==> config.mk <==
export PLATFORM = sky130hd
export DESIGN_NAME = actr_regs
export DESIGN_NICKNAME = d
export VERILOG_FILES = /design/src/rtl/actr_pkg.sv /design/src/rtl/actr_phase_delay.sv /design/src/rtl/actr_regs.sv
export SDC_FILE = /design/constraint.sdc
export NUM_CORES = 1
export LEC_CHECK = 0
export BUFFER_PORTS_ARGS = -buffer_cell sky130_fd_sc_hd__clkbuf_2
export CAP_MARGIN = 10
export CORE_ASPECT_RATIO = 1.4
export CORE_MARGIN = 2
export CORE_UTILIZATION = 35
export DETAILED_ROUTE_END_ITERATION = 8
export GPL_TIMING_DRIVEN = 0
export SYNTH_ARGS = -nofsm -noshare
export SYNTH_HDL_FRONTEND = slang
export SYNTH_SLANG_ARGS = --single-unit
==> constraint.sdc <==
create_clock -name clk -period 11.2 [get_ports clk]
set_input_delay 1.12 -clock clk [delete_from_list [all_inputs] [get_ports clk]]
set_output_delay 1.12 -clock clk [all_outputs]
set_load 0.01 [all_outputs]
==> src/rtl/actr_pkg.sv <==
// Constants, field layouts and carrier types of the channel trim register bank.
// Assumes a control-port engine that turns bus frames into single register accesses.
// Notes on behaviour
// Gain: six bits 7-2, 0..42 dB
// Volume code zero mutes the channel
// Volume 0.5 dB steps, 201 is unity
// Volume register at 0x3E, reset 0xC9
// Trim bits 7-4, 0.1 dB, 8 is 0 dB
// Trim register 0x3F, reset 0x80, low zero
// Phase delay in whole modulator clock periods
// Delay code counts modulator cycles, 0..255
// Phase delay register 0x40, reset zero
// Channel 2 input config 0x41, fields, reset
// Source: differential, single-ended, pulse density
// Type mic/line; auto level bit enables
// Host avoids reserved codes, writes zeros
package actr_pkg;

  localparam int  DATA_W = 8;
  localparam int  ADDR_W = 8;
  localparam int  SAMP_W = 24;
  localparam int  DLY_W  = 8;

  localparam logic [7:0] PAGE_MAIN = 8'h00;

  // Register offsets on page 0
  localparam logic [ADDR_W-1:0] OFS_ANALOG_GAIN  = 8'h3d;
  localparam logic [ADDR_W-1:0] OFS_DIG_VOLUME   = 8'h3e;
  localparam logic [ADDR_W-1:0] OFS_GAIN_TRIM    = 8'h3f;
  localparam logic [ADDR_W-1:0] OFS_PHASE_DELAY  = 8'h40;
  localparam logic [ADDR_W-1:0] OFS_CH2_INPUT    = 8'h41;

  // Reset values
  localparam logic [DATA_W-1:0] RST_ANALOG_GAIN  = 8'h00;
  localparam logic [DATA_W-1:0] RST_DIG_VOLUME   = 8'hc9;
  localparam logic [DATA_W-1:0] RST_GAIN_TRIM    = 8'h80;
  localparam logic [DATA_W-1:0] RST_PHASE_DELAY  = 8'h00;
  localparam logic [DATA_W-1:0] RST_CH2_INPUT    = 8'h00;
  localparam logic [DATA_W-1:0] RD_UNMAPPED      = 8'h00;

  // Writable bit masks; reserved bits stay zero
  localparam logic [DATA_W-1:0] MASK_ANALOG_GAIN = 8'hfc;
  localparam logic [DATA_W-1:0] MASK_GAIN_TRIM   = 8'hf0;
  localparam logic [DATA_W-1:0] MASK_CH2_INPUT   = 8'hfd;
  localparam logic [DATA_W-1:0] MASK_FULL        = 8'hff;

  // Field positions
  localparam int  GAIN_LSB   = 2;
  localparam int  TRIM_LSB   = 4;
  localparam int  KIND_BIT   = 7;
  localparam int  SRC_LSB    = 5;
  localparam int  COUPLE_BIT = 4;
  localparam int  IMP_LSB    = 2;
  localparam int  AUTO_BIT   = 0;

  // Code figures
  localparam logic [5:0] GAIN_MAX_CODE  = 6'h2a;
  localparam logic [7:0] VOL_MUTE_CODE  = 8'h00;
  localparam logic [7:0] VOL_UNITY_CODE = 8'hc9;
  localparam logic [3:0] TRIM_ZERO_CODE = 4'h8;

  typedef enum logic [1:0] {
    ACTR_SRC_DIFF   = 2'h0,
    ACTR_SRC_SINGLE = 2'h1,
    ACTR_SRC_PDM    = 2'h2,
    ACTR_SRC_RSVD   = 2'h3
  } actr_src_t;

  typedef struct packed {
    logic [5:0]       code_a;
    logic             gain_reserved;
    logic [7:0]       ch1_volume_code;
    logic             mute;
    logic signed [8:0] vol_half_db;
    logic [3:0]       ch1_trim_code;
    logic signed [4:0] trim_tenth_db;
    logic [7:0]       ch1_delay_code;
  } actr_ch1_cfg_t;

  typedef struct packed {
    logic       ch2_input_kind;
    actr_src_t  ch2_input_source;
    logic       ch2_coupling_select;
    logic [1:0] ch2_impedance_select;
    logic       ch2_auto_level_on;
    logic       pulse_density_input;
    logic       src_reserved;
  } actr_ch2_cfg_t;

  typedef struct packed {
    logic              wr;
    logic              rd;
    logic [7:0]        page;
    logic [ADDR_W-1:0] addr;
    logic [DATA_W-1:0] wdata;
  } actr_req_t;

endpackage

==> src/rtl/actr_phase_delay.sv <==
// Phase delay line for one channel's modulator bit stream.
// Assumes mod_tick is a one-cycle enable at the modulator rate.
`timescale 1ns/10ps
module actr_phase_delay
  import actr_pkg::*;
(
  // Clock and reset
  input  wire logic             clk,
  input  wire logic             rst,
  // Stream
  input  wire logic             mod_tick,
  input  wire logic             bit_in,
  input  wire logic [DLY_W-1:0] delay_code,
  output logic                  bit_out
);

  localparam int DEPTH = 1 << DLY_W;

  logic [DEPTH-1:0] hist_reg;
  logic [DLY_W-1:0] wptr_reg;
  logic [DLY_W-1:0] rd_idx;

  // Entry written delay_code ticks ago
  assign rd_idx = wptr_reg - delay_code;

  always_ff @(posedge clk or posedge rst) begin
    if (rst) begin
      hist_reg <= '0;
      wptr_reg <= '0;
    end else if (mod_tick) begin
      hist_reg[wptr_reg] <= bit_in;
      wptr_reg           <= wptr_reg + 1'b1;
    end
  end

  always_ff @(posedge clk or posedge rst) begin
    if (rst) begin
      bit_out <= 1'b0;
    end else if (mod_tick) begin
      bit_out <= (delay_code == '0) ? bit_in : hist_reg[rd_idx];
    end
  end

  a_delay_zero_pass: assert property (@(posedge clk) disable iff (rst)
    mod_tick && delay_code == '0 |=> bit_out == $past(bit_in))
    else $error("zero delay does not pass the bit through");

  a_delay_one_tick: assert property (@(posedge clk) disable iff (rst)
    mod_tick && delay_code == 8'h01 ##1 (!mod_tick && delay_code == 8'h01) [*1] ##1
    (mod_tick && delay_code == 8'h01)
    |=> bit_out == $past(bit_in, 3))
    else $error("one-cycle delay does not return the previous bit");

endmodule

==> src/rtl/actr_regs.sv <==
// Channel trim and input configuration register bank with channel 1 signal controls.
// Assumes one access per cycle from the control-port engine; page held by that engine.
`timescale 1ns/10ps
module actr_regs
  import actr_pkg::*;
(
  // Clock and reset
  input  wire logic              clk,
  input  wire logic              rst,
  // Register access
  input  wire actr_req_t         req,
  output logic [DATA_W-1:0]      rdata,
  output logic                   rvalid,
  // Channel 1 sample path
  input  wire logic              samp_in_valid,
  input  wire logic [SAMP_W-1:0] samp_in_data,
  output logic                   samp_out_valid,
  output logic [SAMP_W-1:0]      samp_out_data,
  // Channel 1 modulator stream
  input  wire logic              mod_tick,
  input  wire logic              mod_bit_in,
  output logic                   mod_bit_out,
  // Decoded settings
  output actr_ch1_cfg_t          ch1_cfg,
  output actr_ch2_cfg_t          ch2_cfg
);

  logic [DATA_W-1:0] ch1_analog_gain_reg;
  logic [DATA_W-1:0] ch1_digital_volume_reg;
  logic [DATA_W-1:0] code_a_trim_reg;
  logic [DATA_W-1:0] ch1_phase_delay_reg;
  logic [DATA_W-1:0] ch2_input_config_reg;
  logic              page_hit;
  logic [DATA_W-1:0] rd_mux;

  function automatic logic hit(input actr_req_t r, input logic [ADDR_W-1:0] ofs);
    hit = (r.page == PAGE_MAIN) && (r.addr == ofs);
  endfunction

  assign page_hit = req.page == PAGE_MAIN;

  // Register writes, reserved bits forced low
  always_ff @(posedge clk or posedge rst) begin
    if (rst) begin
      ch1_analog_gain_reg <= RST_ANALOG_GAIN;
    end else if (req.wr && hit(req, OFS_ANALOG_GAIN)) begin
      ch1_analog_gain_reg <= req.wdata & MASK_ANALOG_GAIN;
    end
  end

  always_ff @(posedge clk or posedge rst) begin
    if (rst) begin
      ch1_digital_volume_reg <= RST_DIG_VOLUME;
    end else if (req.wr && hit(req, OFS_DIG_VOLUME)) begin
      ch1_digital_volume_reg <= req.wdata & MASK_FULL;
    end
  end

  always_ff @(posedge clk or posedge rst) begin
    if (rst) begin
      code_a_trim_reg <= RST_GAIN_TRIM;
    end else if (req.wr && hit(req, OFS_GAIN_TRIM)) begin
      code_a_trim_reg <= req.wdata & MASK_GAIN_TRIM;
    end
  end

  always_ff @(posedge clk or posedge rst) begin
    if (rst) begin
      ch1_phase_delay_reg <= RST_PHASE_DELAY;
    end else if (req.wr && hit(req, OFS_PHASE_DELAY)) begin
      ch1_phase_delay_reg <= req.wdata & MASK_FULL;
    end
  end

  always_ff @(posedge clk or posedge rst) begin
    if (rst) begin
      ch2_input_config_reg <= RST_CH2_INPUT;
    end else if (req.wr && hit(req, OFS_CH2_INPUT)) begin
      ch2_input_config_reg <= req.wdata & MASK_CH2_INPUT;
    end
  end

  // Read path
  always_comb begin
    rd_mux = RD_UNMAPPED;
    if (page_hit) begin
      unique case (req.addr)
        OFS_ANALOG_GAIN: rd_mux = ch1_analog_gain_reg;
        OFS_DIG_VOLUME:  rd_mux = ch1_digital_volume_reg;
        OFS_GAIN_TRIM:   rd_mux = code_a_trim_reg;
        OFS_PHASE_DELAY: rd_mux = ch1_phase_delay_reg;
        OFS_CH2_INPUT:   rd_mux = ch2_input_config_reg;
        default:         rd_mux = RD_UNMAPPED;
      endcase
    end
  end

  always_ff @(posedge clk or posedge rst) begin
    if (rst) begin
      rdata  <= RD_UNMAPPED;
      rvalid <= 1'b0;
    end else begin
      rvalid <= req.rd;
      if (req.rd) begin
        rdata <= rd_mux;
      end
    end
  end

  // Channel 1 decoded settings
  always_comb begin
    ch1_cfg.code_a          = ch1_analog_gain_reg[GAIN_LSB +: 6];
    ch1_cfg.gain_reserved   = ch1_cfg.code_a > GAIN_MAX_CODE;
    ch1_cfg.ch1_volume_code = ch1_digital_volume_reg;
    ch1_cfg.mute            = ch1_digital_volume_reg == VOL_MUTE_CODE;
    // Half-dB steps around unity code
    ch1_cfg.vol_half_db     = $signed({1'b0, ch1_digital_volume_reg})
                              - $signed({1'b0, VOL_UNITY_CODE});
    ch1_cfg.ch1_trim_code   = code_a_trim_reg[TRIM_LSB +: 4];
    ch1_cfg.trim_tenth_db   = $signed({1'b0, ch1_cfg.ch1_trim_code})
                              - $signed({1'b0, TRIM_ZERO_CODE});
    ch1_cfg.ch1_delay_code  = ch1_phase_delay_reg;
  end

  // Channel 2 decoded settings
  always_comb begin
    ch2_cfg.ch2_input_kind       = ch2_input_config_reg[KIND_BIT];
    ch2_cfg.ch2_input_source     = actr_src_t'(ch2_input_config_reg[SRC_LSB +: 2]);
    ch2_cfg.ch2_coupling_select  = ch2_input_config_reg[COUPLE_BIT];
    ch2_cfg.ch2_impedance_select = ch2_input_config_reg[IMP_LSB +: 2];
    ch2_cfg.ch2_auto_level_on    = ch2_input_config_reg[AUTO_BIT];
    ch2_cfg.pulse_density_input  = ch2_cfg.ch2_input_source == ACTR_SRC_PDM;
    ch2_cfg.src_reserved         = ch2_cfg.ch2_input_source == ACTR_SRC_RSVD;
  end

  // Sample path: mute replaces samples with zero
  always_ff @(posedge clk or posedge rst) begin
    if (rst) begin
      samp_out_valid <= 1'b0;
      samp_out_data  <= '0;
    end else begin
      samp_out_valid <= samp_in_valid;
      if (samp_in_valid) begin
        samp_out_data <= ch1_cfg.mute ? '0 : samp_in_data;
      end
    end
  end

  actr_phase_delay u_delay (
    .clk        (clk),
    .rst        (rst),
    .mod_tick   (mod_tick),
    .bit_in     (mod_bit_in),
    .delay_code (ch1_phase_delay_reg),
    .bit_out    (mod_bit_out)
  );

  a_mute_zero_out: assert property (@(posedge clk) disable iff (rst)
    samp_in_valid && ch1_digital_volume_reg == VOL_MUTE_CODE |=> samp_out_data == '0)
    else $error("muted channel passed a nonzero sample");

  a_pass_unmuted: assert property (@(posedge clk) disable iff (rst)
    samp_in_valid && ch1_digital_volume_reg != VOL_MUTE_CODE
    |=> samp_out_data == $past(samp_in_data))
    else $error("unmuted sample was altered");

  a_vol_unity: assert property (@(posedge clk) disable iff (rst)
    ch1_digital_volume_reg == VOL_UNITY_CODE |-> ch1_cfg.vol_half_db == 9'sd0)
    else $error("unity code does not give zero half-dB");

  a_vol_write_rb: assert property (@(posedge clk) disable iff (rst)
    req.wr && hit(req, OFS_DIG_VOLUME) ##1 !req.wr ##1
    (req.rd && hit(req, OFS_DIG_VOLUME) && !req.wr)
    |=> rvalid && rdata == $past(req.wdata, 3))
    else $error("volume register read-back mismatch");

  a_trim_low_zero: assert property (@(posedge clk) disable iff (rst)
    code_a_trim_reg[TRIM_LSB-1:0] == '0 && ch1_cfg.trim_tenth_db ==
    $signed({1'b0, code_a_trim_reg[7:4]}) - 5'sd8)
    else $error("gain trim reserved bits set or trim offset wrong");

  a_gain_reserved: assert property (@(posedge clk) disable iff (rst)
    ch1_cfg.gain_reserved == (ch1_analog_gain_reg[7:2] > 6'd42)
    && ch1_analog_gain_reg[1:0] == '0)
    else $error("analog gain reserved flag or low bits wrong");

  a_ch2_rsvd_bit: assert property (@(posedge clk) disable iff (rst)
    req.wr && hit(req, OFS_CH2_INPUT) |=> ch2_input_config_reg[1] == 1'b0
    && ch2_input_config_reg[0] == $past(req.wdata[0]))
    else $error("input config reserved bit or auto level bit wrong");

  a_pdm_select: assert property (@(posedge clk) disable iff (rst)
    ch2_cfg.pulse_density_input == (ch2_input_config_reg[6:5] == 2'h2))
    else $error("pulse density select decode wrong");

  a_unmapped_zero: assert property (@(posedge clk) disable iff (rst)
    req.rd && req.page != PAGE_MAIN |=> rvalid && rdata == '0)
    else $error("unmapped read not zero");

  c_mute_sample: cover property (@(posedge clk) disable iff (rst)
    samp_in_valid && ch1_cfg.mute);
  c_delay_max: cover property (@(posedge clk) disable iff (rst)
    mod_tick && ch1_phase_delay_reg == 8'hff);
  c_pdm_source: cover property (@(posedge clk) disable iff (rst)
    ch2_cfg.pulse_density_input && ch2_cfg.ch2_auto_level_on);

endmodule

Word level (Yosys, flattened, before mapping):

Cells that the tools add are included.

* input bits: 55
* word-level logic and storage cells: 50
* output and inout port bits: 86
* flip-flop bits (word level): 332

* $lt $le $gt $ge: 4
* mux-type cells: 9
* reductions and logical operators: 14
* equality and inequality tests: 7
* $add $sub $neg: 4

Operator list (count)
* $bwmux 256: 1
* $pmux 8 s5: 1
* $eq 8x6->1 const B: 3
* $logic_not 8->1: 3
* $mux 24: 1
* $lt 8x9->1 const B: 2
* $eq 8x7->1 const B: 2
* $logic_and 1x1->1: 11
* $sub 8x8->9 const B: 1
* $add 8x1->8 const B: 1
* $bmux 1 s8: 1
* $demux 1 s8: 1
* $ge 8x1->1 const B: 1
* $mux 8: 1
* $sub 8x8->8: 1
* $gt 6x6->1 const B: 1
* $sub 4x4->5 const B: 1
* $eq 2x2->1 const B: 2
* $mux 1: 3

Depth between registers and ports, before layout:

* word-level depth: 5
* gate-level depth with buffers: 13
* gate-level depth less buffers: 11

By module:

Synthesis repeated with hierarchy kept, for this count alone.

* cell total of the unflattened synthesis: 1771
* area total of the unflattened synthesis: 16903.7 µm²

Modules (own cells, without submodules)
* actr_phase_delay: instances 1, cells an instance 1477, sequential area each 6631.4 µm², area an instance 13751.9 µm²
* actr_regs: instances 1, cells an instance 294, sequential area each 1682.9 µm², area an instance 3151.8 µm²

Worst setup path after synthesis:

OpenSTA, ideal clock, no wires.

* kind: flip-flop to flip-flop
* start point: reg u_delay.wptr_reg[0]
* end point: reg u_delay.bit_out
* clock period less this slack: 2.902 ns
* required time: 11.062 ns
* cell stages (with the launch flop): 12
* slack: 8.298 ns
* arrival: 2.764 ns
* buffers on the path: 2
* library setup time: 0.138 ns
* cells stage by stage: dfrtp_1 > inv_1 > ha_1 > fa_1 > buf_2 > buf_1 > mux4_2 > mux2i_1 > nand3_1 > and3_1 > a311oi_1 > a311oi_1

* word-level cells in the longest chain between the ends: 4

Ends and longest elaborated chain
* start, declared: line actr_phase_delay.sv:20 `logic [DLY_W-1:0] wptr_reg;`
* start signal, assigned: line actr_phase_delay.sv:32 `wptr_reg <= wptr_reg + 1'b1;`
* $sub 8x8->8: line actr_phase_delay.sv:24 `assign rd_idx = wptr_reg - delay_code;`
* $bmux 1 s8: line actr_phase_delay.sv:40 `bit_out <= (delay_code == '0) ? bit_in : hist_reg[rd_idx];`
* $mux 1 (not written as such): line actr_phase_delay.sv:40
* $mux 1: line actr_phase_delay.sv:40
* end signal, assigned: line actr_phase_delay.sv:40
* end, declared: line actr_phase_delay.sv:14 `output logic bit_out`

Every way passes these cells. The select of a mux whose other input is x is not followed.
A chain may end at the register's enable or synchronous reset.

Worst setup path in the final report:

Ends and elaborated chain as after synthesis.

==> impl_metrics.py <==
metrics = {
    "sta": {
        "fmax_mhz": 249,
        "finalHoldViolations": 0,
        "maxSlewHeadroom_pct": 22.0,
        "hold-worst-slack_ps": 502,
        "min_period_over_period_pct": 35.9,
        "fin_crit_ps": 4020,
        "skew_ps": 25.5,
        "slew_violations": 0,
        "worstMarginPinSlew_ps": 1170,
        "setup_viol": 0,
        "setup_ws_ps": 7180,
        "rsz0062_at_grt": "no",
    },
    "layout": {
        "layout_commonest_cell": "dfrtp_1",
        "final_cell_mix": "dfrtp_1, nand2_1, nand3_1",
        "seqCellArea_um2": 8310,
        "n_fill_cell": 4697,
        "nNetsFinal": 1996,
        "multi_input_area_um2": 7760,
        "layout-drive-gt1-share_pct": 17.8,
        "num_antenna_cells": 0,
        "synthToLayoutAreaGrowth_pct": 15.3,
        "largest_reg_flops": 256,
        "finalNonFillerCells": 2578,
    },
    "critical_path": {
        "cp-end-kind": "flip-flop",
        "crit_required_ps": 11610,
        "crit_buf_inv": 3,
        "crit_type": "reg -> reg",
        "path_cells": "inv_1, ha_1, fa_1, buf_2, buf_1, mux4_2, mux2i_1, a22oi_1, and3_1, a311oi_1, a311oi_1",
        "worstSetupStartpoint": "u_delay.wptr_reg[0]$_DFFE_PP0P_",
        "path_max_fanout": 10,
        "cp.depth": 11,
        "r2r-start": "u_delay.wptr_reg[0]$_DFFE_PP0P_",
        "start_kind": "flip-flop",
        "ff2ff_setup_slack_ps": 7180,
        "critPathMaxStageDelay_ps": 840,
        "worstPathArrival_ps": 4430,
        "slowest_stage": "buf_1",
        "rr_worst_depth": 11,
        "path_common_cell": "a311oi_1",
        "endpoint": "u_delay.bit_out$_DFFE_PP0P_",
        "r2r-end": "u_delay.bit_out$_DFFE_PP0P_",
        "cp_top_family": "buffers and inverters",
    },
    "clock_network": {
        "root_buffer": "clkbuf_16",
        "postCtsSetupBuffers": 0,
        "cts_buffers": 35,
        "clock-sinks": 332,
        "hold_buffers": 0,
        "cts_tree": "done",
        "clkLatencyLatePin_ps": 540,
        "htree_levels": 2,
        "cts_buffer_depth": 3,
        "post_cts_resized": 0,
        "clkTransAtPathRegs_ps": 60,
    },
    "global_route": {
        "antenna_found_initial": 0,
        "globalRouteOverflowTotal": 0,
        "track_usage_pct": 23.1,
        "grt_pass1_vias": 14711,
        "grt_pass1_wl_um": 88500,
        "grt_max_degree": 103,
    },
    "die": {
        "dieArea_um2": 50100,
        "rows": 95,
        "core_area_um2": 47900,
        "pin_count": 141,
        "die-height_um": 264,
        "die_x_um": 190,
        "initial_core_util_pct": 35.3,
    },
    "detailed_routing": {
        "remaining_drc_errors": 0,
        "dr.first_iter.drc_count": 1426,
        "vias": 14738,
        "dr.pass1.iters": 8,
        "wl_um": 57800,
        "via_per_inst": 5.72,
        "wl_per_cell_um": 22.4,
        "ant_nets": 0,
    },
    "power": {
        "vdd_drop_max_mv": 0.149,
        "intPower_uw": 2310,
        "p_seq_share_pct": 36.1,
        "p_leak_uw": 0.00962,
        "finalPower_uw": 3720,
        "clockPowerShare_pct": 29.2,
        "pwr-share-comb_pct": 34.6,
        "netSwitchingFraction_pct": 37.9,
        "p_sw_uw": 1410,
        "p_per_area_nw_per_um2": 191,
    },
    "logic_synthesis": {
        "ys_warn_count": 0,
        "syn_inst": 1749,
        "synth_enable_flop_cells": 0,
        "synth-async-reset-ratio_pct": 100,
        "yosysSeqAreaShare_pct": 49.2,
        "synth_flop_cell": "dfrtp_1",
        "synth_nets": 1818,
        "syn_area_um2": 16900,
        "ys_types": 63,
        "avgSynthCellArea_um2": 9.66,
        "synth_seq_cells": 332,
    },
    "place": {
        "gp_congestion": 0.886,
        "pre_cts_ws_ps": 7190,
        "place_inst": 2520,
        "dp_hpwl_um": 41100,
        "io_buffers": 138,
    },
    "job": {
        "maxCapViolations": 0,
    },
    "hold_path": {
        "hp-class": "reg -> reg",
    },
    "status": {
        "status": "completed",
    },
}
worst min-delay path, stage by stage (launching register included):
cell	delay, ps
dfrtp_1	330
o21ai_0	70
nand2_1	70
layout make-up:
type                    instances  share of cell area (%)
inverters                      49                   0.983
flip-flops and latches        332                    42.7
well taps                     630                    4.05
plain buffers                 149                    3.29
clock inverters                 5                   0.167
clock buffers                  53                    5.05
multi-input cells            1219                    39.8
repair buffers                141                    3.97
cell families (layout without fill, tap and decap cells):
family          count (synthesis)  after routing  synth area share, %
xor+xnor                       20             20                 1.24
simple gates                  705            705                 18.8
flops                         332            332                 49.2
compound gates                336            336                 11.1
mux                           144            144                 13.7
fa+ha+maj                      14             14                 1.08
buf+inv                       198            397                 4.89
metal layers:
metal	track usage (%)	up-vias	routed length, um
met5	0	-	0
met4	13.9	0	3550
met3	3.03	187	3860
met2	40.0	694	28900
met1	27.1	7339	21500
li1	-	6518	-
through the flow:
step | TNS (ps) | util, % | area [um^2]
floorplan | 0 | - | 16900
global placement | -921430 | 38.4 | 18400
detailed placement | 0 | 38.6 | 18500
CTS | 0 | 40.7 | 19500
global route | 0 | 40.7 | 19500
finish | 0 | 40.7 | 19500
synth_stat cells (all sizes together) (3+ instances only):
cell / number / area [um^2]
dfrtp: 327 / 8180
nand2: 318 / 1190
nand3: 272 / 1360
o21ai: 253 / 1270
clkbuf: 106 / 398
mux4: 65 / 1460
mux2: 50 / 563
inv: 49 / 184
buf: 43 / 244
nor2: 42 / 160
o22ai: 31 / 194
mux2i: 29 / 290
nor3: 14 / 75.1
ha: 13 / 163
a22oi: 11 / 82.6
nand2b: 11 / 76.3
xnor2: 11 / 115
nand4: 10 / 62.6
a21oi: 9 / 52.6
nor2b: 9 / 56.3
xor2: 9 / 93.8
and2: 7 / 43.8
and3: 7 / 43.8
a222oi: 6 / 60.1
dfstp: 5 / 131
nor4: 5 / 31.3
a211oi: 3 / 27.5
a31oi: 3 / 18.8
how the worst min path moves through the flow:
| stage | start | end | slack [ps] | cells after the start |
|---|---|---|---|---|
| after detailed placement | u_delay.hist_reg[41]$_DFFE_PP0P_ | u_delay.hist_reg[41]$_DFFE_PP0P_ | 490 | 2 |
| final | u_delay.hist_reg[41]$_DFFE_PP0P_ | u_delay.hist_reg[41]$_DFFE_PP0P_ | 500 | 2 |
| after floorplan | u_delay.hist_reg[125]$_DFFE_PP0P_ | u_delay.hist_reg[125]$_DFFE_PP0P_ | 470 | 2 |
| after global placement | u_delay.hist_reg[8]$_DFFE_PP0P_ | u_delay.hist_reg[8]$_DFFE_PP0P_ | 480 | 1 |
| after CTS | u_delay.hist_reg[0]$_DFFE_PP0P_ | u_delay.hist_reg[0]$_DFFE_PP0P_ | 500 | 1 |
| after global routing | u_delay.hist_reg[4]$_DFFE_PP0P_ | u_delay.hist_reg[4]$_DFFE_PP0P_ | 520 | 1 |
power by group through the flow:
stage,combinational [uW],sequential (uW),clock (uW)
global placement,1260,1360,0
global route,1370,1360,1150
detailed placement,1280,1370,0
CTS,1280,1340,1100
finish,1290,1350,1090
floorplan,825,1350,0
No activity file was read; power rests on OpenSTA's default activity.
